File: src/shared/fcl_pkg.sv
// Constants and types for the configuration fuse latch.
// Assumes one 100 MHz clock and a synchronous active-high reset.
package fcl_pkg;

  localparam int FCL_NUM_BYTES = 3;
  localparam int FCL_NUM_STAGE = 3;

  // Byte select codes on the programming port
  typedef enum logic [1:0] {
    FCL_SEL_LOW  = 2'h0,
    FCL_SEL_HIGH = 2'h1,
    FCL_SEL_EXT  = 2'h2,
    FCL_SEL_NONE = 2'h3
  } fcl_sel_t;

  // Factory values: a 0 bit is programmed, a 1 bit is unprogrammed
  localparam logic [7:0] FCL_EXT_DEFAULT = 8'hFF;
  localparam logic [7:0] FCL_HIGH_DEFAULT = 8'hD9;
  localparam logic [7:0] FCL_LOW_DEFAULT = 8'h62;
  localparam logic [7:0] FCL_READ_BLANK = 8'hFF;

  // Extended byte fields
  localparam int FCL_EXT_RESET_BEHAV = 5;
  localparam int FCL_EXT_A_LEVEL = 4;
  localparam int FCL_EXT_B_LEVEL = 3;
  localparam int FCL_EXT_BROWNOUT_HI = 2;
  localparam int FCL_EXT_BROWNOUT_LO = 0;

  // High byte fields
  localparam int FCL_HIGH_EXT_RST_DIS = 7;
  localparam int FCL_HIGH_DEBUG_EN = 6;
  localparam int FCL_HIGH_SERIAL_EN = 5;
  localparam int FCL_HIGH_WDOG_ON = 4;
  localparam int FCL_HIGH_EE_KEEP = 3;
  localparam int FCL_HIGH_BOOT_HI = 2;
  localparam int FCL_HIGH_BOOT_LO = 1;
  localparam int FCL_HIGH_VECTOR = 0;

  // Low byte fields
  localparam int FCL_LOW_DIV8 = 7;
  localparam int FCL_LOW_CLK_OUT = 6;
  localparam int FCL_LOW_SUT_HI = 5;
  localparam int FCL_LOW_SUT_LO = 4;
  localparam int FCL_LOW_CKSEL_HI = 3;
  localparam int FCL_LOW_CKSEL_LO = 0;

  // Working configuration as seen by the rest of the device
  typedef struct packed {
    logic [7:0] ext_byte;
    logic [7:0] high_byte;
    logic [7:0] low_byte;
  } fcl_cfg_t;

  localparam fcl_cfg_t FCL_CFG_DEFAULT = '{
    ext_byte: FCL_EXT_DEFAULT,
    high_byte: FCL_HIGH_DEFAULT,
    low_byte: FCL_LOW_DEFAULT
  };

endpackage

File: src/core/fcl_stage_force.sv
// Reset-time forcing of the six power stage outputs.
// Assumes reset and configuration-register write strobes on i_mclk.
`timescale 1ns/1ns
module fcl_stage_force
  import fcl_pkg::*;
(
  input wire logic i_mclk,
  input wire logic i_rst,
  input wire logic i_sys_reset,
  input wire logic i_output_cfg_write,
  input wire logic i_pwm_reset_behaviour,
  input wire logic i_a_out_reset_level,
  input wire logic i_b_out_reset_level,
  input wire logic [2*FCL_NUM_STAGE-1:0] i_port_out,
  input wire logic [2*FCL_NUM_STAGE-1:0] i_port_oe,
  output logic [2*FCL_NUM_STAGE-1:0] o_pin_out,
  output logic [2*FCL_NUM_STAGE-1:0] o_pin_oe,
  output logic o_forcing
);

  logic hold_r;
  logic hold_nxt;
  logic force_now;

  // Programmed behaviour fuse (0) arms the hold while reset stands
  always_comb begin
    hold_nxt = hold_r;
    if (i_sys_reset) begin
      hold_nxt = ~i_pwm_reset_behaviour;
    end else if (i_output_cfg_write) begin
      hold_nxt = 1'b0;
    end
  end

  always_ff @(posedge i_mclk) begin
    if (i_rst) begin
      hold_r <= 1'b0;
    end else begin
      hold_r <= hold_nxt;
    end
  end

  // Reset itself forces at once, not a cycle later
  assign force_now = (i_sys_reset & ~i_pwm_reset_behaviour) | (hold_r & ~i_sys_reset);

  ////////////////////////////////////////////////////////////////////////////
  // Pins 0..2 are A-type, 3..5 are B-type
  for (genvar g = 0; g < 2 * FCL_NUM_STAGE; g++) begin : g_pin
    logic level;
    assign level = (g < FCL_NUM_STAGE) ? ~i_a_out_reset_level : ~i_b_out_reset_level;
    always_ff @(posedge i_mclk) begin
      if (i_rst) begin
        o_pin_out[g] <= 1'b0;
        o_pin_oe[g] <= 1'b0;
      end else if (force_now) begin
        o_pin_out[g] <= level;
        o_pin_oe[g] <= 1'b1;
      end else begin
        o_pin_out[g] <= i_port_out[g];
        o_pin_oe[g] <= i_port_oe[g];
      end
    end
  end

  always_ff @(posedge i_mclk) begin
    if (i_rst) begin
      o_forcing <= 1'b0;
    end else begin
      o_forcing <= force_now;
    end
  end
endmodule

File: src/core/fcl_top.sv
// Configuration fuse store and working-configuration latch.
// Assumes the programming port and reset strobes run on i_mclk.
`timescale 1ns/1ns
module fcl_top
  import fcl_pkg::*;
(
  input wire logic i_mclk,
  input wire logic i_rst,
  input wire logic i_power_up,
  input wire logic i_sys_reset,
  input wire logic i_prog_mode,
  input wire logic i_prog_serial,
  input wire logic i_fuse_wr,
  input wire logic i_fuse_rd,
  input wire fcl_sel_t i_fuse_sel,
  input wire logic [7:0] i_fuse_wdata,
  input wire logic i_chip_erase,
  input wire logic i_memory_lock_first,
  input wire logic i_output_cfg_write,
  input wire logic [2*FCL_NUM_STAGE-1:0] i_port_out,
  input wire logic [2*FCL_NUM_STAGE-1:0] i_port_oe,
  output logic [7:0] o_fuse_rdata,
  output logic o_fuse_rvalid,
  output logic o_wr_refused,
  output fcl_cfg_t o_cfg,
  output logic o_eeprom_preserve,
  output logic o_clock_out_enable,
  output logic [2*FCL_NUM_STAGE-1:0] o_pin_out,
  output logic [2*FCL_NUM_STAGE-1:0] o_pin_oe,
  output logic o_forcing
);

  ////////////////////////////////////////////////////////////////////////////
  // Fuse storage; i_rst stands for the blank factory state
  logic [7:0] fuse_mem_r [FCL_NUM_BYTES];
  fcl_cfg_t cfg_r;
  logic prog_mode_q_r;
  logic latch_now;
  logic wr_ok;
  logic wr_locked;
  logic [7:0] wdata_eff;
  logic [1:0] sel_idx;

  assign sel_idx = i_fuse_sel;

  // Lock bit follows fuse polarity: 0 means programmed
  assign wr_locked = ~i_memory_lock_first;
  assign wr_ok = i_fuse_wr & i_prog_mode & ~wr_locked & (i_fuse_sel != FCL_SEL_NONE);

  // Serial writes keep the stored serial-enable bit
  always_comb begin
    wdata_eff = i_fuse_wdata;
    if (i_prog_serial && i_fuse_sel == FCL_SEL_HIGH) begin
      wdata_eff[FCL_HIGH_SERIAL_EN] =
        fuse_mem_r[FCL_SEL_HIGH][FCL_HIGH_SERIAL_EN];
    end
  end

  // Chip erase is not an input to this store at all
  always_ff @(posedge i_mclk) begin
    if (i_rst) begin
      fuse_mem_r[FCL_SEL_LOW] <= FCL_LOW_DEFAULT;
      fuse_mem_r[FCL_SEL_HIGH] <= FCL_HIGH_DEFAULT;
      fuse_mem_r[FCL_SEL_EXT] <= FCL_EXT_DEFAULT;
    end else if (wr_ok) begin
      fuse_mem_r[sel_idx] <= wdata_eff;
    end
  end

  always_ff @(posedge i_mclk) begin
    if (i_rst) begin
      o_wr_refused <= 1'b0;
    end else begin
      o_wr_refused <= i_fuse_wr & i_prog_mode & wr_locked;
    end
  end

  ////////////////////////////////////////////////////////////////////////////
  // Read-back: stored bits, so programmed reads 0; serial mode shows the high serial-enable bit as 1
  always_ff @(posedge i_mclk) begin
    if (i_rst) begin
      o_fuse_rdata <= FCL_READ_BLANK;
      o_fuse_rvalid <= 1'b0;
    end else begin
      o_fuse_rvalid <= i_fuse_rd & i_prog_mode;
      if (i_fuse_rd && i_prog_mode) begin
        unique case (i_fuse_sel)
          FCL_SEL_LOW: o_fuse_rdata <= fuse_mem_r[FCL_SEL_LOW];
          FCL_SEL_EXT: o_fuse_rdata <= fuse_mem_r[FCL_SEL_EXT];
          FCL_SEL_HIGH: begin
            o_fuse_rdata <= fuse_mem_r[FCL_SEL_HIGH];
            if (i_prog_serial) begin
              o_fuse_rdata[FCL_HIGH_SERIAL_EN] <= 1'b1;
            end
          end
          FCL_SEL_NONE: o_fuse_rdata <= FCL_READ_BLANK;
        endcase
      end
    end
  end

  ////////////////////////////////////////////////////////////////////////////
  // Working copy: latched on power-up outside programming mode, and on programming entry and exit
  always_ff @(posedge i_mclk) begin
    if (i_rst) begin
      prog_mode_q_r <= 1'b0;
    end else begin
      prog_mode_q_r <= i_prog_mode;
    end
  end

  // Exit latch lets writes made while programming take effect afterwards
  assign latch_now = (i_power_up & ~i_prog_mode)
                   | (i_prog_mode ^ prog_mode_q_r);

  always_ff @(posedge i_mclk) begin
    if (i_rst) begin
      cfg_r <= FCL_CFG_DEFAULT;
    end else if (latch_now) begin
      cfg_r.ext_byte <= fuse_mem_r[FCL_SEL_EXT];
      cfg_r.high_byte <= fuse_mem_r[FCL_SEL_HIGH];
      cfg_r.low_byte <= fuse_mem_r[FCL_SEL_LOW];
    end
  end

  assign o_cfg = cfg_r;

  // Preserve: programmed store wins at once, no wait for a latch
  always_ff @(posedge i_mclk) begin
    if (i_rst) begin
      o_eeprom_preserve <= 1'b0;
    end else begin
      o_eeprom_preserve <= ~(cfg_r.high_byte[FCL_HIGH_EE_KEEP]
                           & fuse_mem_r[FCL_SEL_HIGH][FCL_HIGH_EE_KEEP]);
    end
  end

  always_ff @(posedge i_mclk) begin
    if (i_rst) begin
      o_clock_out_enable <= 1'b0;
    end else begin
      o_clock_out_enable <= ~cfg_r.low_byte[FCL_LOW_CLK_OUT];
    end
  end

  ////////////////////////////////////////////////////////////////////////////
  // Stage output forcing uses the latched extended byte only
  fcl_stage_force u_force (
    .i_mclk(i_mclk),
    .i_rst(i_rst),
    .i_sys_reset(i_sys_reset),
    .i_output_cfg_write(i_output_cfg_write),
    .i_pwm_reset_behaviour(cfg_r.ext_byte[FCL_EXT_RESET_BEHAV]),
    .i_a_out_reset_level(cfg_r.ext_byte[FCL_EXT_A_LEVEL]),
    .i_b_out_reset_level(cfg_r.ext_byte[FCL_EXT_B_LEVEL]),
    .i_port_out(i_port_out),
    .i_port_oe(i_port_oe),
    .o_pin_out(o_pin_out),
    .o_pin_oe(o_pin_oe),
    .o_forcing(o_forcing)
  );
endmodule

File: config.mk
export PLATFORM = sky130hd
export DESIGN_NAME = fcl_top
export DESIGN_NICKNAME = d
export VERILOG_FILES = /design/src/shared/fcl_pkg.sv /design/src/core/fcl_stage_force.sv /design/src/core/fcl_top.sv
export SDC_FILE = /design/constraint.sdc
export NUM_CORES = 1
export LEC_CHECK = 0
export ABC_AREA = 1
export BUFFER_PORTS_ARGS = -buffer_cell sky130_fd_sc_hd__buf_2
export CORE_MARGIN = 4
export CORE_UTILIZATION = 50
export DETAILED_ROUTE_END_ITERATION = 6
export GPL_TIMING_DRIVEN = 0
export MAX_ROUTING_LAYER = met4
export PLACE_DENSITY = 0.85
export SYNTH_ARGS = -nofsm -noshare
export SYNTH_HDL_FRONTEND = slang
export SYNTH_SLANG_ARGS = --single-unit
File: constraint.sdc
create_clock -name i_mclk -period 3.5 [get_ports i_mclk]
set_input_delay 0.525 -clock i_mclk [delete_from_list [all_inputs] [get_ports i_mclk]]
set_output_delay 0.525 -clock i_mclk [all_outputs]
set_load 0.005 [all_outputs]
==> results.py <==
metrics = {
    "run_status": {
        "status": "finished, final reports clean",
    },
    "critical_path": {
        "reg2regPathDepth": 5,
        "crit_fanout": 10,
        "critPathCaptureType": "register",
        "worstSetupStartpointType": "primary input",
        "r2r_slack_ns": 2.34,
        "crit_required_ns": 3.51,
        "startpoint": "i_fuse_sel[1]",
        "path_class": "primary input to register",
        "cp.arrival_ns": 1.63,
        "r2r-end": "u_force.o_pin_oe[0]",
        "timing.rr.start": "o_cfg[21]",
    },
    "placed_design": {
        "io_buffers": 79,
        "place_hpwl_um": 5160,
        "gp_congestion": 0.913,
        "dp_cells": 491,
    },
    "cts": {
        "ctsHoldBuffers": 0,
        "tritoncts": "done",
        "post_cts_buffers": 0,
        "htree_levels": 3,
        "cts-resized-gates": 0,
        "cts_root_buf": "clkbuf_8",
        "worstSkewPairLatency_ns": 0.34,
        "cts.sinks": 75,
        "clockBufferDepth": 2,
        "numCtsBuffers": 9,
        "path_clk_slew_ns": 0.08,
    },
    "logic_synthesis": {
        "synthMuxAreaShare_pct": 0,
        "yosys-top-cells-count": "nand2_1 (118), dfxtp_1 (51), nand3_1 (39), nor2_1 (30), inv_1 (26)",
        "async_flop_share_pct": 0,
        "netlist_area_um2": 2900,
        "synth-simple-area-share_pct": 28.6,
        "synth_nets": 373,
        "yosys_most_used_dff": "dfxtp_1",
        "yosysSeqAreaShare_pct": 60.1,
        "ys.warnings.count": 0,
        "ys_ff_latch": 75,
        "synth-compound-area-share_pct": 4.75,
        "synth_top_family_by_area": "simple AND/OR/NAND/NOR gates",
        "synthCells": 340,
        "yosys.area.top_type": "dfxtp_1",
        "synth_edf_count": 24,
        "synthMostInstantiatedCell": "nand2_1",
        "yosys.area_share.xor_xnor_pct": 0,
        "ys_types": 20,
        "ys_top_cells_by_area": "dfxtp_1 (35%), edfxtp_1 (25%), nand2_1 (15%)",
        "yosys.area.top_type_share_pct": 35.2,
        "synth_fa_ha_area_share_pct": 0,
        "avgSynthCellArea_um2": 8.53,
    },
    "min_path": {
        "hold_path_end": "u_force.hold_r",
        "min_path_type": "primary input to register",
        "hp-start": "i_output_cfg_write",
        "holdPathStages": 2,
    },
    "power_and_ir_drop": {
        "power_frac_comb_pct": 10.7,
        "power_density_nw_per_um2": 542,
        "clkPwrFrac_pct": 39.3,
        "ir_drop_uv": 291,
        "power.internal_mw": 1.50,
        "power_frac_seq_pct": 50.0,
        "leakage_nw": 1.76,
        "power.share.switching_pct": 23.7,
        "p_switching_mw": 0.468,
    },
    "sta": {
        "skew_ns": 0.00912,
        "fin_crit_ns": 1.62,
        "slew_violations": 0,
        "rsz0062_at_grt": "no",
        "min_period_over_period_pct": 46.2,
        "finalSetupTns_ns": 0,
        "finalSetupViolCount": 0,
        "slew_headroom_pct": 63.9,
        "hold_viol": 0,
        "tightestPinTransition_ns": 0.540,
        "hold_ws_ns": 0.350,
        "max_freq_ghz": 0.618,
    },
    "route": {
        "drt_iter0_markers": 181,
        "drc": 0,
        "routed_via_density": 5.04,
        "wl_um": 6990,
        "firstDrtPassIters": 5,
        "avgRoutedWirePerCell_um": 13.8,
        "ant_nets": 0,
        "via_count": 2554,
    },
    "floorplanning": {
        "core_um2": 5570,
        "start_util_pct": 52.0,
        "ios": 82,
        "die_w_um": 84.2,
        "die_area_um2": 7080,
        "row_count": 27,
        "dieHeight_um": 84.2,
    },
    "global_route": {
        "grt_use_total_pct": 21.7,
        "grt_pass1_wl_um": 11800,
        "grt_max_degree": 14,
        "grt_antenna_before_repair": 0,
        "grt_pass1_vias": 2599,
        "overflow": 0,
    },
    "layout": {
        "stdcell_count": 507,
        "num_antenna_cells": 0,
        "final_util_pct": 65.2,
        "fin_nets": 463,
        "syn2layout_area_growth_pct": 25.3,
        "drive_gt1_share_pct": 27.1,
    },
    "job": {
        "max-cap-violations": 0,
    },
}
==> layout make-up <==
type                            instances  area, um^2
Sequential cell                        75        1740
Timing Repair Buffer                   79         395
Fill cell                             460        1940
Buffer                                 13        86.3
Clock inverter                          4        48.8
Clock buffer                           12         199
Multi-Input combinational cell        224         967
Tap cell                               72        90.1
Inverter                               28         105
==> worst max-delay path: stages <==
cell and delay (ns):
buf_2 0.12, buf_6 0.14, nor2_2 0.35, nand2_2 0.18
nand2_1 0.32
==> worst max-delay path by stage <==
stage                  endpoint
2_1_floorplan  fuse_mem_r[1][0]
3_5_place_dp   fuse_mem_r[0][5]
3_3_place_gp   fuse_mem_r[0][6]
5_1_grt        fuse_mem_r[1][1]
6_report       fuse_mem_r[0][5]
4_1_cts        fuse_mem_r[0][5]
==> placed cells by master, fill, tap and decap left out, drive strengths merged <==
| cell | synthesis | layout |
|---|---|---|
| a21oi | 16 | 16 |
| o21bai | 1 | 1 |
| buf | 11 | 90 |
| clkinvlp | 0 | 1 |
| clkinv | 1 | 2 |
| dfxtp | 51 | 51 |
| bufinv | 0 | 1 |
| inv | 27 | 28 |
| nor2 | 35 | 35 |
| clkbuf | 2 | 14 |
| nand3 | 39 | 39 |
| nand4 | 1 | 1 |
| edfxtp | 24 | 24 |
| o21ai | 10 | 10 |
| nand2 | 122 | 122 |
==> sequential cells by signal, summed over array words and instances (netlist names), 6 cells and up <==
name,flops
fuse_mem_r,24
o_cfg,24
u_force.o_pin_oe,6
o_fuse_rdata,8
u_force.o_pin_out,6
==> kinds of logic (layout without fill, tap and decap cells) <==
family                 after synthesis  after routing
and+or+nand+nor                    197            197
DFF                                 75             75
buffers and inverters               41            136
AOI/OAI and AO/OA                   27             27
==> through the flow <==
stage	worst slack [ns]	area, um^2	total power [mW]
2_1_floorplan	1.85	2900	1.12
3_3_place_gp	1.57	3390	1.20
3_5_place_dp	1.54	3390	1.21
4_1_cts	1.91	3630	1.98
5_1_grt	1.80	3630	2.05
6_report	1.88	3630	1.97
==> routing by layer <==
metal	track usage, %	share of wire (%)
met5	-	0
met4	9.94	2.9
met3	6.38	8.9
met2	35.4	49
met1	24.5	39
==> power by group through the flow <==
stage	sequential, mW	clock, mW	combinational [mW]
2_1_floorplan	1.00	0	0.113
3_3_place_gp	1.00	0	0.202
3_5_place_dp	1.00	0	0.209
4_1_cts	0.984	0.785	0.211
5_1_grt	0.992	0.822	0.238
6_report	0.985	0.774	0.210
No activity file was read; power rests on OpenSTA's default activity.
